$ cat src/logic/cap_timer_pkg.sv
// Purpose: constants and types for the buffered capture timer core
// Assumes: axi4-lite register access, 32-bit data, word-aligned registers
// Notes: offsets are byte addresses
package cap_timer_pkg;
  localparam logic [7:0] ADDR_DIR_SEL  = 8'h80; // channel_direction_select
  localparam logic [7:0] ADDR_CNT      = 8'h84; // main counter, read only
  localparam logic [7:0] ADDR_CTRL     = 8'h88; // enable, prescale, saturate...
  localparam logic [7:0] ADDR_EDGE     = 8'h8c; // 16 edge select bits
  localparam logic [7:0] ADDR_COMPARE  = 8'h90; // compare match, 8 bits
  localparam logic [7:0] ADDR_NOVW     = 8'h94; // capture_overwrite_control
  localparam logic [7:0] ADDR_MOD_CTL  = 8'h98; // modulus_control
  localparam logic [7:0] ADDR_MOD_CNT  = 8'h9c; // modulus load / count
  localparam logic [7:0] ADDR_PORT     = 8'ha0; // timer_port_data
  localparam logic [7:0] ADDR_DDR      = 8'ha4; // port direction
  localparam logic [7:0] ADDR_EMPTY    = 8'ha8; // empty status
  localparam logic [7:0] ADDR_CH_BASE  = 8'hc0; // capture 0..7, 4 bytes each
  localparam logic [7:0] ADDR_HOLD_BASE = 8'he0; // holding 4..7
  localparam logic [7:0] ADDR_PACC     = 8'hf0; // four accumulators
  localparam logic [7:0] ADDR_PACC_HOLD = 8'hf4; // four accumulator holds
  localparam int         NUM_CH        = 8;
  localparam int         NUM_BUF       = 4;
  localparam logic [7:0] DIR_SEL_RESET = 8'h00;
  localparam logic [15:0] MOD_RESET    = 16'h0000;
  localparam logic [1:0] RESP_OKAY     = 2'b00;
  localparam logic [1:0] RESP_SLVERR   = 2'b10;
  localparam logic [1:0] EDGE_OFF      = 2'b00;
  localparam logic [1:0] EDGE_RISE     = 2'b01;
  localparam logic [1:0] EDGE_FALL     = 2'b10;
  localparam logic [1:0] EDGE_ANY      = 2'b11;

  // control word layout
  typedef struct packed {
    logic [23:0] unused;
    logic        acc_pair_hi;   // pair 6/7 as 16 bits
    logic        acc_pair_lo;   // pair 4/5 as 16 bits
    logic        accumulator_saturate_bit;
    logic        latch_queue_select;
    logic [2:0]  main_prescale; // divide by 2**n, up to 128
    logic        timer_enable;
  } ctrl_t;

  typedef struct packed {
    logic [26:0] unused;
    logic        mod_enable;
    logic        mod_periodic;  // 0: latch only once
    logic [1:0]  mod_prescale;  // divide by 1,4,8,16
    logic        unused0;
  } mod_ctl_t;

  typedef struct packed {
    logic [7:0]  capture;
    logic [3:0]  holding;
  } empty_t;
endpackage

$ cat src/logic/cap_timer_core.sv
// Purpose: eight-channel capture/compare timer with buffered channels
// Assumes: timer pins synchronous to aclk; one outstanding access per channel
// Notes: axi4-lite slave, answers one cycle after both halves arrive
`timescale 1ns/100ps
`default_nettype none
module cap_timer_core (
  input  wire logic        aclk,
  input  wire logic        aresetn,
  input  wire logic [7:0]  s_axi_awaddr,
  input  wire logic        s_axi_awvalid,
  output logic             s_axi_awready,
  input  wire logic [31:0] s_axi_wdata,
  input  wire logic [3:0]  s_axi_wstrb,
  input  wire logic        s_axi_wvalid,
  output logic             s_axi_wready,
  output logic [1:0]       s_axi_bresp,
  output logic             s_axi_bvalid,
  input  wire logic        s_axi_bready,
  input  wire logic [7:0]  s_axi_araddr,
  input  wire logic        s_axi_arvalid,
  output logic             s_axi_arready,
  output logic [31:0]      s_axi_rdata,
  output logic [1:0]       s_axi_rresp,
  output logic             s_axi_rvalid,
  input  wire logic        s_axi_rready,
  input  wire logic [7:0]  timer_pin_in,
  output logic [7:0]       timer_pin_out,
  output logic [7:0]       timer_pin_oe,
  output logic             modulus_zero
);
  // ---------------- bus slave
  logic        aw_q, w_q, ar_hold_q;
  logic [7:0]  awaddr_q, araddr_q;
  logic [31:0] wdata_q;
  logic [3:0]  wstrb_q;
  logic        wr_go, rd_go;
  logic [31:0] rdata_d;
  logic        rd_ok, wr_ok;

  assign s_axi_awready = !aw_q && !s_axi_bvalid;
  assign s_axi_wready  = !w_q && !s_axi_bvalid;
  assign s_axi_arready = !ar_hold_q && !s_axi_rvalid;
  assign wr_go = aw_q && w_q && !s_axi_bvalid;
  assign rd_go = ar_hold_q && !s_axi_rvalid;

  always_ff @(posedge aclk) begin
    if (!aresetn) begin
      aw_q <= 1'b0;
      w_q <= 1'b0;
      awaddr_q <= 8'h00;
      wdata_q <= 32'h0000_0000;
      wstrb_q <= 4'h0;
    end else begin
      if (s_axi_awvalid && s_axi_awready) begin
        aw_q <= 1'b1;
        awaddr_q <= s_axi_awaddr;
      end else if (wr_go) begin
        aw_q <= 1'b0;
      end
      if (s_axi_wvalid && s_axi_wready) begin
        w_q <= 1'b1;
        wdata_q <= s_axi_wdata;
        wstrb_q <= s_axi_wstrb;
      end else if (wr_go) begin
        w_q <= 1'b0;
      end
    end
  end

  always_ff @(posedge aclk) begin
    if (!aresetn) begin
      s_axi_bvalid <= 1'b0;
      s_axi_bresp <= cap_timer_pkg::RESP_OKAY;
    end else if (wr_go) begin
      s_axi_bvalid <= 1'b1;
      s_axi_bresp <= wr_ok ? cap_timer_pkg::RESP_OKAY
                           : cap_timer_pkg::RESP_SLVERR;
    end else if (s_axi_bready) begin
      s_axi_bvalid <= 1'b0;
    end
  end

  always_ff @(posedge aclk) begin
    if (!aresetn) begin
      ar_hold_q <= 1'b0;
      araddr_q <= 8'h00;
      s_axi_rvalid <= 1'b0;
      s_axi_rdata <= 32'h0000_0000;
      s_axi_rresp <= cap_timer_pkg::RESP_OKAY;
    end else begin
      if (s_axi_arvalid && s_axi_arready) begin
        ar_hold_q <= 1'b1;
        araddr_q <= s_axi_araddr;
      end else if (rd_go) begin
        ar_hold_q <= 1'b0;
      end
      if (rd_go) begin
        s_axi_rvalid <= 1'b1;
        s_axi_rdata <= rdata_d;
        s_axi_rresp <= rd_ok ? cap_timer_pkg::RESP_OKAY
                             : cap_timer_pkg::RESP_SLVERR;
      end else if (s_axi_rready) begin
        s_axi_rvalid <= 1'b0;
      end
    end
  end

  // merge byte lanes into an old word
  function automatic logic [31:0] merge(input logic [31:0] old,
                                        input logic [31:0] nw,
                                        input logic [3:0]  be);
    logic [31:0] r;
    r = old;
    for (int i = 0; i < 4; i++) begin
      if (be[i]) r[8*i +: 8] = nw[8*i +: 8];
    end
    return r;
  endfunction

  function automatic logic wr_at(input logic [7:0] a);
    return wr_go && (awaddr_q == a);
  endfunction

  // ---------------- registers
  logic [7:0]              dir_sel_q, novw_q, port_q, ddr_q, cmp_q;
  logic [15:0]             edge_q, mod_load_q, mod_cnt_q, main_cnt_q;
  cap_timer_pkg::ctrl_t    ctrl_q;
  cap_timer_pkg::mod_ctl_t modc_q;
  logic                    force_latch, mod_zero_wr;

  // force latch is a pulse on any write of 1 to bit 4 of the modulus control word, which also stores the enable
  assign force_latch = wr_at(cap_timer_pkg::ADDR_MOD_CTL) && wstrb_q[0]
                       && wdata_q[4];
  assign mod_zero_wr = wr_at(cap_timer_pkg::ADDR_MOD_CNT)
                       && (merge({16'h0000, mod_load_q}, wdata_q, wstrb_q)
                           == 32'h0000_0000);

  always_ff @(posedge aclk) begin
    if (!aresetn) begin
      dir_sel_q <= cap_timer_pkg::DIR_SEL_RESET;
      novw_q <= 8'h00;
      port_q <= 8'h00;
      ddr_q <= 8'h00;
      cmp_q <= 8'h00;
      edge_q <= 16'h0000;
      ctrl_q <= '0;
      modc_q <= '0;
      mod_load_q <= cap_timer_pkg::MOD_RESET;
    end else if (wr_go) begin
      case (awaddr_q)
        cap_timer_pkg::ADDR_DIR_SEL:
          dir_sel_q <= 8'(merge({24'h0, dir_sel_q}, wdata_q,
                                wstrb_q));
        cap_timer_pkg::ADDR_NOVW:
          novw_q <= 8'(merge({24'h0, novw_q}, wdata_q, wstrb_q));
        cap_timer_pkg::ADDR_PORT:
          port_q <= 8'(merge({24'h0, port_q}, wdata_q, wstrb_q));
        cap_timer_pkg::ADDR_DDR:
          ddr_q <= 8'(merge({24'h0, ddr_q}, wdata_q, wstrb_q));
        cap_timer_pkg::ADDR_COMPARE:
          cmp_q <= 8'(merge({24'h0, cmp_q}, wdata_q, wstrb_q));
        cap_timer_pkg::ADDR_EDGE:
          edge_q <= 16'(merge({16'h0, edge_q}, wdata_q, wstrb_q));
        cap_timer_pkg::ADDR_CTRL:
          ctrl_q <= merge(ctrl_q, wdata_q, wstrb_q);
        cap_timer_pkg::ADDR_MOD_CTL:
          // bit 4 is kept as the enable; its write also fires the latch
          modc_q <= merge(modc_q, wdata_q, wstrb_q) & 32'h0000_001e;
        cap_timer_pkg::ADDR_MOD_CNT:
          mod_load_q <= 16'(merge({16'h0, mod_load_q}, wdata_q, wstrb_q));
        default: ;
      endcase
    end
  end

  // ---------------- main counter, 7-bit prescaler
  logic [6:0] main_pre_q;
  logic       main_tick;
  assign main_tick = ctrl_q.timer_enable &&
    ((main_pre_q & ((7'h01 << ctrl_q.main_prescale) - 7'h01)) == 7'h00);

  always_ff @(posedge aclk) begin
    if (!aresetn) begin
      main_pre_q <= 7'h00;
      main_cnt_q <= 16'h0000;
    end else if (ctrl_q.timer_enable) begin
      main_pre_q <= main_pre_q + 7'h01;
      if (main_tick) main_cnt_q <= main_cnt_q + 16'h0001;
    end
  end

  // ---------------- modulus down-counter, 4-bit prescaler
  logic [3:0] mod_pre_q;
  logic       mod_tick, mod_hit, latch_ev;
  logic       mod_armed_q;
  assign mod_tick = modc_q.mod_enable && (mod_pre_q == 4'h0);
  assign mod_hit = mod_tick && (mod_cnt_q == 16'h0001);

  always_ff @(posedge aclk) begin
    if (!aresetn) begin
      mod_pre_q <= 4'h0;
      mod_cnt_q <= cap_timer_pkg::MOD_RESET;
      mod_armed_q <= 1'b1;
    end else begin
      if (wr_at(cap_timer_pkg::ADDR_MOD_CNT)) begin
        mod_cnt_q <= 16'(merge({16'h0, mod_load_q}, wdata_q, wstrb_q));
        mod_pre_q <= 4'h0;
        mod_armed_q <= 1'b1;
      end else if (modc_q.mod_enable) begin
        case (modc_q.mod_prescale)
          2'b00: mod_pre_q <= 4'h0;
          2'b01: mod_pre_q <= (mod_pre_q == 4'h3) ? 4'h0 : mod_pre_q + 4'h1;
          2'b10: mod_pre_q <= (mod_pre_q == 4'h7) ? 4'h0 : mod_pre_q + 4'h1;
          default: mod_pre_q <= mod_pre_q + 4'h1;
        endcase
        if (mod_tick && mod_cnt_q != 16'h0000) begin
          if (mod_hit && modc_q.mod_periodic)
            mod_cnt_q <= mod_load_q;
          else
            mod_cnt_q <= mod_cnt_q - 16'h0001;
        end
        if (mod_hit && !modc_q.mod_periodic) mod_armed_q <= 1'b0;
      end
    end
  end

  // one-shot mode latches only on the first zero after a load
  assign latch_ev = (mod_hit && mod_armed_q) || mod_zero_wr
                    || force_latch;

  always_ff @(posedge aclk) begin
    if (!aresetn) modulus_zero <= 1'b0;
    else modulus_zero <= mod_hit;
  end

  // ---------------- edge detect and capture
  logic [7:0] pin_q, edge_ev;
  always_ff @(posedge aclk) begin
    if (!aresetn) pin_q <= 8'h00;
    else pin_q <= timer_pin_in;
  end

  always_comb begin
    for (int i = 0; i < cap_timer_pkg::NUM_CH; i++) begin
      case (edge_q[2*i +: 2])
        cap_timer_pkg::EDGE_RISE: edge_ev[i] = timer_pin_in[i] && !pin_q[i];
        cap_timer_pkg::EDGE_FALL: edge_ev[i] = !timer_pin_in[i] && pin_q[i];
        cap_timer_pkg::EDGE_ANY:  edge_ev[i] = timer_pin_in[i] ^ pin_q[i];
        default:                  edge_ev[i] = 1'b0;
      endcase
      edge_ev[i] = edge_ev[i] && !dir_sel_q[i];
    end
  end

  logic [15:0] cap_q [8];
  logic [15:0] hold_q [4];
  logic [7:0]  cap_empty_q;
  logic [3:0]  hold_empty_q;
  logic [7:0]  cap_rd;
  logic [3:0]  hold_rd;

  always_comb begin
    for (int i = 0; i < 8; i++)
      cap_rd[i] = rd_go && (araddr_q == cap_timer_pkg::ADDR_CH_BASE
                            + 8'(4 * i));
    for (int j = 0; j < 4; j++)
      hold_rd[j] = rd_go && (araddr_q == cap_timer_pkg::ADDR_HOLD_BASE
                             + 8'(4 * j));
  end

  // fixed order per cycle on channels 4..7: read empties first, then latch, then capture
  always_ff @(posedge aclk) begin
    if (!aresetn) begin
      for (int i = 0; i < 8; i++) cap_q[i] <= 16'h0000;
      for (int j = 0; j < 4; j++) hold_q[j] <= 16'h0000;
      cap_empty_q <= 8'hff;
      hold_empty_q <= 4'hf;
    end else begin
      for (int i = 0; i < 4; i++) begin
        if (cap_rd[i]) cap_empty_q[i] <= 1'b1;
        if (edge_ev[i] && (!novw_q[i] || cap_empty_q[i])) begin
          cap_q[i] <= main_cnt_q;
          cap_empty_q[i] <= 1'b0;
        end
      end
      for (int j = 0; j < 4; j++) begin : buf_ch
        logic ce, he, nv, moved;
        ce = cap_empty_q[j+4];
        he = hold_empty_q[j];
        nv = novw_q[j+4];
        moved = 1'b0;
        if (cap_rd[j+4]) ce = 1'b1;
        if (hold_rd[j]) he = 1'b1;
        if (ctrl_q.latch_queue_select) begin
          if (latch_ev && !ce && (!nv || he)) begin
            hold_q[j] <= cap_q[j+4];
            he = 1'b0;
            ce = 1'b1;
          end
          if (edge_ev[j+4] && (!nv || ce)) begin
            cap_q[j+4] <= main_cnt_q;
            ce = 1'b0;
          end
        end else if (edge_ev[j+4]) begin
          if (!nv || (he && !ce)) begin
            if (!ce) begin
              hold_q[j] <= cap_q[j+4];
              he = 1'b0;
            end
            moved = 1'b1;
          end
          if (moved || (nv && ce)) begin
            cap_q[j+4] <= main_cnt_q;
            ce = 1'b0;
          end
        end
        cap_empty_q[j+4] <= ce;
        hold_empty_q[j] <= he;
      end
    end
  end

  // ---------------- pulse accumulators
  logic [7:0] acc_q [4];
  logic [7:0] acc_hold_q [4];
  logic [3:0] acc_xfer;
  logic [1:0] pair_en;
  assign pair_en = {ctrl_q.acc_pair_hi, ctrl_q.acc_pair_lo};

  always_comb begin
    for (int j = 0; j < 4; j++)
      acc_xfer[j] = ctrl_q.latch_queue_select ? latch_ev
                  : hold_rd[j];
  end

  always_ff @(posedge aclk) begin
    if (!aresetn) begin
      for (int j = 0; j < 4; j++) begin
        acc_q[j] <= 8'h00;
        acc_hold_q[j] <= 8'h00;
      end
    end else begin
      for (int j = 0; j < 4; j++) begin : acc_ch
        logic inc, sat;
        // in pair mode the odd half counts carries of the even half
        if (pair_en[j/2] && j[0])
          inc = edge_ev[j+3] && (acc_q[j-1] == 8'hff);
        else
          inc = edge_ev[j+4];
        sat = ctrl_q.accumulator_saturate_bit && !pair_en[j/2]
              && acc_q[j] == 8'hff;
        if (acc_xfer[j]) begin
          acc_hold_q[j] <= acc_q[j];
          acc_q[j] <= 8'h00;
        end else if (inc && !sat) begin
          acc_q[j] <= acc_q[j] + 8'h01;
        end
      end
    end
  end

  // ---------------- pins
  always_ff @(posedge aclk) begin
    if (!aresetn) begin
      timer_pin_out <= 8'h00;
      timer_pin_oe <= 8'h00;
    end else begin
      for (int i = 0; i < 8; i++) begin
        if (dir_sel_q[i]) begin
          timer_pin_oe[i] <= 1'b1;
          if (cmp_q[i] == 1'b1 && main_cnt_q == cap_q[i])
            timer_pin_out[i] <= ~timer_pin_out[i];
        end else begin
          timer_pin_oe[i] <= ddr_q[i];
          timer_pin_out[i] <= port_q[i];
        end
      end
    end
  end

  // ---------------- read mux
  always_comb begin
    rd_ok = 1'b1;
    rdata_d = 32'h0000_0000;
    case (araddr_q)
      cap_timer_pkg::ADDR_DIR_SEL: rdata_d = {24'h0, dir_sel_q};
      cap_timer_pkg::ADDR_CNT:     rdata_d = {16'h0, main_cnt_q};
      cap_timer_pkg::ADDR_CTRL:    rdata_d = ctrl_q;
      cap_timer_pkg::ADDR_EDGE:    rdata_d = {16'h0, edge_q};
      cap_timer_pkg::ADDR_COMPARE: rdata_d = {24'h0, cmp_q};
      cap_timer_pkg::ADDR_NOVW:    rdata_d = {24'h0, novw_q};
      cap_timer_pkg::ADDR_MOD_CTL: rdata_d = modc_q;
      cap_timer_pkg::ADDR_MOD_CNT: rdata_d = {16'h0, mod_cnt_q};
      cap_timer_pkg::ADDR_PORT:    rdata_d = {24'h0, port_q};
      cap_timer_pkg::ADDR_DDR:     rdata_d = {24'h0, ddr_q};
      cap_timer_pkg::ADDR_EMPTY:   rdata_d = {20'h0, hold_empty_q, cap_empty_q};
      cap_timer_pkg::ADDR_PACC:
        rdata_d = {acc_q[3], acc_q[2], acc_q[1], acc_q[0]};
      cap_timer_pkg::ADDR_PACC_HOLD:
        rdata_d = {acc_hold_q[3], acc_hold_q[2], acc_hold_q[1], acc_hold_q[0]};
      default: begin
        rd_ok = 1'b0;
        for (int i = 0; i < 8; i++)
          if (cap_rd[i]) begin
            rdata_d = {16'h0, cap_q[i]};
            rd_ok = 1'b1;
          end
        for (int j = 0; j < 4; j++)
          if (hold_rd[j]) begin
            rdata_d = {16'h0, hold_q[j]};
            rd_ok = 1'b1;
          end
      end
    endcase
  end

  always_comb begin
    case (awaddr_q)
      cap_timer_pkg::ADDR_DIR_SEL, cap_timer_pkg::ADDR_CTRL,
      cap_timer_pkg::ADDR_EDGE, cap_timer_pkg::ADDR_COMPARE,
      cap_timer_pkg::ADDR_NOVW, cap_timer_pkg::ADDR_MOD_CTL,
      cap_timer_pkg::ADDR_MOD_CNT, cap_timer_pkg::ADDR_PORT,
      cap_timer_pkg::ADDR_DDR: wr_ok = 1'b1;
      default: wr_ok = 1'b0;
    endcase
  end
endmodule
`default_nettype wire

$ cat config.mk
export PLATFORM = sky130hd
export DESIGN_NAME = cap_timer_core
export DESIGN_NICKNAME = d
export VERILOG_FILES = /design/src/logic/cap_timer_pkg.sv /design/src/logic/cap_timer_core.sv
export SDC_FILE = /design/constraint.sdc
export NUM_CORES = 1
export LEC_CHECK = 0
export BUFFER_PORTS_ARGS = -buffer_cell sky130_fd_sc_hd__buf_4
export CORE_MARGIN = 2
export CORE_UTILIZATION = 56
export CTS_BUF_LIST = sky130_fd_sc_hd__clkbuf_8
export DETAILED_ROUTE_END_ITERATION = 7
export GPL_TIMING_DRIVEN = 1
export PLACE_DENSITY = 0.77
export SYNTH_ARGS = -nofsm -noshare
export SYNTH_HDL_FRONTEND = slang
export SYNTH_SLANG_ARGS = --single-unit
$ cat constraint.sdc
create_clock -name aclk -period 3.73 [get_ports aclk]
set_input_delay 0.1865 -clock aclk [delete_from_list [all_inputs] [get_ports aclk]]
set_output_delay 0.1865 -clock aclk [all_outputs]
set_load 0.03 [all_outputs]
==> results of run 1 <==
-- layout by cell type, fill, tap and decap left out, types with 10 or more instances in the layout --
cell,instances
nor2_1,297
nor4_1,40
a22oi_1,35
a31oi_1,18
or3_1,13
nor3b_1,10
xor2_1,55
mux2i_1,90
a211oi_1,45
a221oi_1,10
nand2_1,360
inv_1,97
ha_1,27
clkinv_2,16
and3_1,58
dfxtp_1,278
buf_4,219
o22ai_1,21
nand4_1,33
nand3_1,97
nor2b_1,22
a32oi_1,10
a222oi_1,16
nor3_2,10
nand2b_1,20
o21ai_0,124
nand3b_1,13
mux4_2,13
and2_1,69
edfxtp_1,256
clkbuf_8,105
a21oi_1,193
mux2_2,21
nor3_1,45
xnor2_1,117
dlygate4sd3_1,86
-- final timing paths --
kind | to | slack (ns)
setup reg to reg | cap_q[1][31]$_DFFE_PP_ | 0.44
setup / recovery | cap_q[1][31]$_DFFE_PP_ | 0.44
hold reg to reg | ctrl_q[20]$_SDFFE_PN0P_ | 0.47
hold / removal | wdata_q[6]$_SDFFE_PN0P_ | 0.09
-- sequential cells by signal (all words and copies together), names as in the netlist, 16 cells and up --
| name | flops |
|---|---|
| mod_load_q | 16 |
| main_cnt_q | 16 |
| hold_q | 64 |
| acc_hold_q | 32 |
| cap_q | 128 |
| ctrl_q | 32 |
| wdata_q | 32 |
| s_axi_rdata | 32 |
| mod_cnt_q | 16 |
| acc_q | 32 |
| edge_q | 16 |
-- through the flow --
step / hold slack, ns / setup WS, ns / cell area [um2] / instances / total power, mW
2_1_floorplan: 0.290 / 0.329 / 27000 / 2857 / 7.23
3_3_place_gp: 0.387 / 0.687 / 28800 / 3497 / 7.70
3_5_place_dp: 0.386 / 0.675 / 28800 / 3497 / 7.72
6_report: 0.0912 / 0.440 / 31400 / 3750 / 12.9
4_1_cts: 0.0564 / 0.652 / 31400 / 3746 / 12.8
5_1_grt: 0.106 / 0.430 / 31400 / 3747 / 13.2
-- layer usage --
metal  vias up  global-route usage [%]
met3       436                    8.46
li1      10700                       -
met2      1752                    63.3
met5         -                       0
met1     11800                    51.3
met4         2                    27.9
-- kinds of logic (layout without fill, tap and decap cells) --
logic type / Yosys count / after routing / share of synthesized area [%]
flip-flops: 536 / 536 / 49.2
buffers and inverters: 266 / 540 / 3.96
multiplexers: 124 / 124 / 5.29
XOR/XNOR: 172 / 172 / 5.57
AO/OA/AOI/OAI: 586 / 586 / 14.0
adder cells (fa/ha/maj): 27 / 27 / 1.25
AND/OR/NAND/NOR: 1144 / 1144 / 20.7
other: 1 / 6 / 0.0139
-- worst register-to-register path, stage by stage (launching register included) --
cell	delay, ns
dfxtp_1	0.72
nor3b_1	0.13
o21ai_0	0.51
nor2_1	0.14
and4_1	0.26
o31ai_2	0.59
nand2_1	0.56
-- area by class of cell --
class                   count  area share [%]
flip-flops and latches    536            42.4
multi-input cells        2055            40.6
repair buffers            308            8.18
clock buffers             105            4.61
well taps                 615            2.45
clock inverters            58           0.929
inverters                  69           0.842
diodes                      4          0.0319
-- power by group through the flow --
stage	Clock, mW	Combinational, mW	Sequential [mW]
after CTS	5.16	1.14	6.54
final	5.16	1.18	6.55
after detailed placement	0	1.06	6.66
after global routing	5.40	1.24	6.56
after floorplan	0	0.621	6.61
after global placement	0	1.04	6.65
-- timing repair --
item | 4_1_cts | 5_1_grt
endpoints found under the hold margin | 72 | 0
hold buffers | 86 | 0
setup buffers | 0 | 0
==> results by group, run 1 <==
Finish
  – Area occupied by multi-input gates: 12700 um2
  – Final net count: 3152
  – Seq. cell area: 13300 um2
  – Final Util: 65.8%
  – Share of layout cells above drive strength 1: approximately 14%
  – # fillers: 3823
  – Area grow syn2layout: 16.1%

Global routing
  – GRT Overall Usage: around 41%
  – First-pass GRT wire length: between 150000 and 200000 um
  – Initial antenna violation count: 3
  – Grt ovf: 0
  – Largest net degree at the start of global routing: around 120
  – Vias in the first global route: between 20000 and 25000

STA
  – RSZ-0062 raised after global routing: false
  – TNS Setup: 0 ns
  – Setup-failing EPs final: 0
  – Hold Vio Cnt, Final: 0
  – Max frequency: around 300 MHz
  – Setup Skew: 0.0381 ns
  – Slew @ Worst Pin: approximately 1.4 ns
  – Fin crit share: around nine tenths
  – Final min period: 3.29 ns
  – Slew Limit Fails: 0
  – Slew Limit Headroom: between 8 and 9%

Route
  – DRT iter0 DRCs: 3451
  – Post-Route M1 WL: between 30000 and 40000 um
  – DRC: 1
  – Initial DRT Pass Iterations: 8
  – Vias/cell: about 6.6
  – Met3 wire len: 11000 um
  – DRT antenna net count: 0
  – Top routing layer in use: met5
  – Vias post-DR: 24600
  – Routed wire length: ~100000 um
  – Per-cell routed wire length: between 20 and 30 um
  – Length of routed met2 wiring: about 45000 um

Clock network
  – Worst skew pair latency: approximately 0.72 ns
  – CTS Sinks: 536
  – Root Driver: clkbuf_8
  – CTS Buffer Depth: 3
  – Worst-path clk slew: around 0.060 ns
  – Quantity of gates resized following cts: 0
  – H-tree Lvls: 3
  – Num CTS Buffers: between 80 and 90
  – CTS tree: built

Flow run
  – Max-cap violations: 0

Power and ir drop
  – Combinational Power Share: around 9.1%
  – Net Switching: about 3.5 mW
  – Leak: 11.5 nW
  – Max VDD drop: about 0.4 mV
  – Switching portion of total power: between 20% and 30%
  – Sequential Power Share: around 51%
  – PD cells: 411 nW/um2
  – Clock group share of total power: around two fifths
  – Internal: around 9.4 mW

Yosys
  – Commonest cells in the netlist: 360 x nand2_1, 298 x nor2_1, 280 x dfxtp_1, 256 x edfxtp_1, 193 x a21oi_1
  – Mapped Cells: about 2900
  – Synth top area share: 28.4%
  – Ys async rst share: 0%
  – Sequential area share after synthesis: between 40 and 50%
  – Top post-synthesis cells by area: edfxtp_1 28%, dfxtp_1 21%, nand2_1 5.0%
  – Synth Register Bits: 536
  – Synthesized area: approximately 27000 um2
  – Most common cell in the netlist: nand2_1
  – Yosys Warn Count: 0
  – Synth cell types: 98
  – Yosys top cell by area: edfxtp_1
  – Synth Flop Type: dfxtp_1
  – Syn_area_per_cell: about 9.5 um2
  – Number of enable flip-flop cells after synthesis: around 260

Worst setup path
  – Cell count along the critical path: 6
  – Reg2Reg Depth: 6
  – Startpoint types: flip-flop
  – RR Startpoint: wdata_q[4]$_SDFFE_PN0P_
  – Worst setup EP type: flip-flop
  – Worst Path Arrival: between 3 and 4 ns
  – CP bufs+invs: 0
  – Max stage delay on crit path: roughly 0.72 ns
  – Slowest CP cell: dfxtp_1
  – Critical path startpoint: wdata_q[4]$_SDFFE_PN0P_
  – Crit path max fanout: 16
  – CP Cell Sequence: nor3b_1 -> o21ai_0 -> nor2_1 -> and4_1 -> o31ai_2 -> nand2_1
  – Worst setup path category: reg2reg
  – CP delay by family, top: compound AO/OA/AOI/OAI gates
  – Critical Path RT: 4.03 ns

Worst hold path
  – Min-delay src: s_axi_wvalid
  – Worst Hold Depth: 5
  – Min-Delay Path Class: in2reg

Floorplanning
  – Core Area: approximately 48000 um2
  – Die height: between 200 and 250 um
  – Starting density of the core: a little under three fifths
  – Site Rows: 80
  – Die ar.: approximately 50000 um2
  – # IOs: 125
  – Die W: between 200 and 250 um

Status
  – Failing checks: design-rule violations
  – Outcome: complete, but fails checks

Place
  – PortBufs: about 120
  – Placer congestion estimate: between 1 and 1.5
  – Final HPWL DP: between 70000 and 80000 um
No activity file was read; power rests on OpenSTA's default activity.
==> run 2: changes to the inputs <==
BUFFER_PORTS_ARGS = default   (was -buffer_cell sky130_fd_sc_hd__buf_4)
DONT_BUFFER_PORTS = 1   (was default)
PLACE_DENSITY = 0.74   (was 0.77)
SETUP_SLACK_MARGIN = 0.4   (was default)
==> run 2 against run 1 <==
  * The flow finishes with violations (negative hold slack)
  * Clock power increased by 2%
  * Largest cell class unchanged
  * Clock-buffer cell count increased by 1
  * Total power increased by 0.41%
  * Critical endpoint is now cap_q[1][20]$_DFFE_PP_
==> results by group, run 2 (synthesized netlist as in run 1, its figures left out) <==
Floorplanning
  – Die W: 224 um (unchanged)
  – Starting density of the core: 56.7% (unchanged)
  – Die ar.: 50000 um2 (unchanged)
  – # IOs: 125 (unchanged)
  – Site Rows: 80 (unchanged)
  – Core Area: 47600 um2 (unchanged)
  – Die height: 224 um (unchanged)

Power and ir drop
  – Leak: 11.2 nW (-2.5%)
  – Combinational Power Share: 8.0% (-1.1 points)
  – Clock group share of total power: 40.8% (+0.8 points)
  – Sequential Power Share: 51.2% (+0.4 points)
  – Internal: 9.46 mW (+0.56%)
  – Final Power: 12.9 mW (+0.41%)
  – Net Switching: 3.48 mW (about the same)
  – Switching portion of total power: 26.9% (-0.11 points)
  – Max VDD drop: 0.361 mV (-9.5%)
  – PD cells: 416 nW/um2 (+1.3%)

Worst setup path
  – Worst setup EP type: flip-flop
  – Critical Path RT: 4.18 ns (+0.15 ns)
  – Crit path max fanout: 11 (-5)
  – Startpoint types: flip-flop
  – Worst setup path category: reg2reg
  – Worst Path Arrival: 3.71 ns (+0.12 ns)

Global routing
  – GR Util met2: 64.1% (+0.78 points)
  – Grt ovf: 0 (unchanged)
  – M3 GR Usage: 8.76% (+0.30 points)
  – Top Usage Layer GRT: met2
  – Largest net degree at the start of global routing: 145 (+20%)
  – Vias in the first global route: 23500 (-0.89%)
  – GRT met1 Usage: 50.7% (-0.59 points)
  – GRT Overall Usage: 40.3% (-0.43 points)
  – First-pass GRT wire length: 150000 um (-0.77%)
  – Initial antenna violation count: 5 (+2)

STA
  – Fin crit share: 87.3% (-0.89 points)
  – Final hold slack: -0.00155 ns (-0.0928 ns)
  – Slew Limit Fails: 0 (unchanged)
  – Setup-failing EPs final: 0 (unchanged)
  – Setup Skew: 0.0468 ns (+0.00865 ns)
  – TNS Setup: 0 ns (unchanged)
  – Hold Vio Cnt, Final: 2 (+2)
  – Slew @ Worst Pin: 1.12 ns (-0.250 ns)
  – Final min period: 3.26 ns (-0.0331 ns)
  – Max frequency: 307 MHz (+1.0%)
  – Slew Limit Headroom: 25.4% (+17 points)
  – RSZ-0062 raised after global routing: false

Route
  – Per-cell routed wire length: 27.3 um (+0.15%)
  – Vias post-DR: 24200 (-1.6%)
  – DRT antenna net count: 0 (unchanged)
  – Initial DRT Pass Iterations: 6 (-2)
  – Routed wire length: 101000 um (-1.4%)
  – Vias/cell: 6.57 (about the same)
  – DRT iter0 DRCs: 3535 (+2.4%)
  – DRC: 0 (-1)

Place
  – PortBufs: 0 (-100%)
  – Placer congestion estimate: 1.03 (-2.2%)
  – Area after DPL: 27900 um2 (-3.2%)
  – Final HPWL DP: 71000 um (-3.1%)

Status
  – Failing checks: negative hold slack
  – Outcome: complete, but fails checks

Clock network
  – Num CTS Buffers: 90 (+2.3%)
  – Worst skew pair latency: 0.74 ns (+0.02 ns)
  – Worst-path clk slew: 0.06 ns (about the same)
  – H-tree Lvls: 3 (unchanged)
  – CTS tree: built
  – Quantity of gates resized following cts: 0 (unchanged)
  – CTS Buffer Depth: 3 (unchanged)
  – CTS Sinks: 536 (unchanged)
  – Root Driver: clkbuf_8

Finish
  – Largest register FFs: 128 (unchanged)
  – Final net count: 3093 (-1.9%)
  – Biggest register: cap_q
  – # fillers: 3782 (-1.1%)
  – Commonest non-fill, non-tap cell in the layout: nand2_1
  – Area grow syn2layout: 15.0%
  – Post-route cell area: 31100 um2 (-0.92%)
  – Area occupied by multi-input gates: 12700 um2 (about the same)
  – Biggest regs: cap_q x128, hold_q x64
  – Commonest cells after routing, fill and taps aside: 360 x nand2_1, 295 x nor2_1, 278 x dfxtp_1
  – Seq. cell area: 13300 um2 (unchanged)
  – Share of layout cells above drive strength 1: 10.8% (-3.5 points)

Flow run
  – Max-cap violations: 0 (unchanged)

Worst hold path
  – Min-Delay Path Class: in2reg
-- run 2: cell count changes in the layout (fill, tap and decap cells not counted), moves of 2 or more --
cell           before  now
clkinv_1            7   14
dlygate4sd3_1      86  138
clkinv_2           16    8
nor2_2              5    7
nor2_1            297  295
buf_12              3    0
buf_4             219  108
inv_6               2    5
clkinvlp_4          2    0
-- run 2: final timing paths --
| kind | start | end | slack (ns) | cells after the start |
|---|---|---|---|---|
| worst max-delay path | s_axi_bvalid$_SDFFE_PN0P_ | cap_q[1][20]$_DFFE_PP_ | 0.47 | 7 |
| worst min-delay path | aresetn | cap_q[1][38]$_DFFE_PP_ | -0.002 | 2 |
| worst max register to register | s_axi_bvalid$_SDFFE_PN0P_ | cap_q[1][20]$_DFFE_PP_ | 0.47 | 7 |
| worst min register to register | ctrl_q[27]$_SDFFE_PN0P_ | ctrl_q[27]$_SDFFE_PN0P_ | 0.47 | 2 |
-- run 2: per-stage QoR --
stage | worst slack, ns | instances | utilization, %
global placement | 0.724 | 3380 | 58.5
CTS | 0.648 | 3685 | 65.2
detailed placement | 0.693 | 3380 | 58.5
floorplan | 0.481 | 2857 | -
finish | 0.473 | 3692 | 65.2
global route | 0.437 | 3689 | 65.2
-- run 2: critical path, stage by stage (launching register included) --
cell       delay (ns)
dfxtp_1          0.64
nand3b_1         0.45
nor4_4           0.13
o2bb2ai_2        0.20
or2_2            0.33
o31ai_2          0.63
nand2_1          0.33
buf_4            0.27
-- run 2: what timing repair did --
| item | in CTS | in global routing |
|---|---|---|
| endpoints found under the setup margin | 0 | 23 |
| hold buffers | 139 | 0 |
| buffers inserted | 0 | 3 |
| hold endpoints to repair | 349 | 0 |
-- run 2: power groups by stage --
stage | Combinational [mW] | Sequential, mW | Clock (mW)
global placement | 0.823 | 6.73 | 0
detailed placement | 0.835 | 6.73 | 0
CTS | 0.988 | 6.61 | 5.28
global route | 1.09 | 6.64 | 5.53
finish | 1.03 | 6.62 | 5.28
floorplan | 0.622 | 6.61 | 0
-- run 2: layout make-up --
class                           instances  area share (%)
Tap cell                              615            2.48
Timing Repair Buffer                  247            7.14
Inverter                               69           0.857
Clock buffer                          106            4.69
Multi-Input combinational cell       2055            41.0
Clock inverter                         60            1.05
Sequential cell                       536            42.8
Antenna cell                            4          0.0322
-- run 2: routing by layer --
layer	vias up	wire length (um)	share of wire, %
met5	-	29	0.029
met4	4	6750	6.7
met3	411	10800	11
met2	1625	45700	45
met1	11700	37700	37
li1	10600	-	-
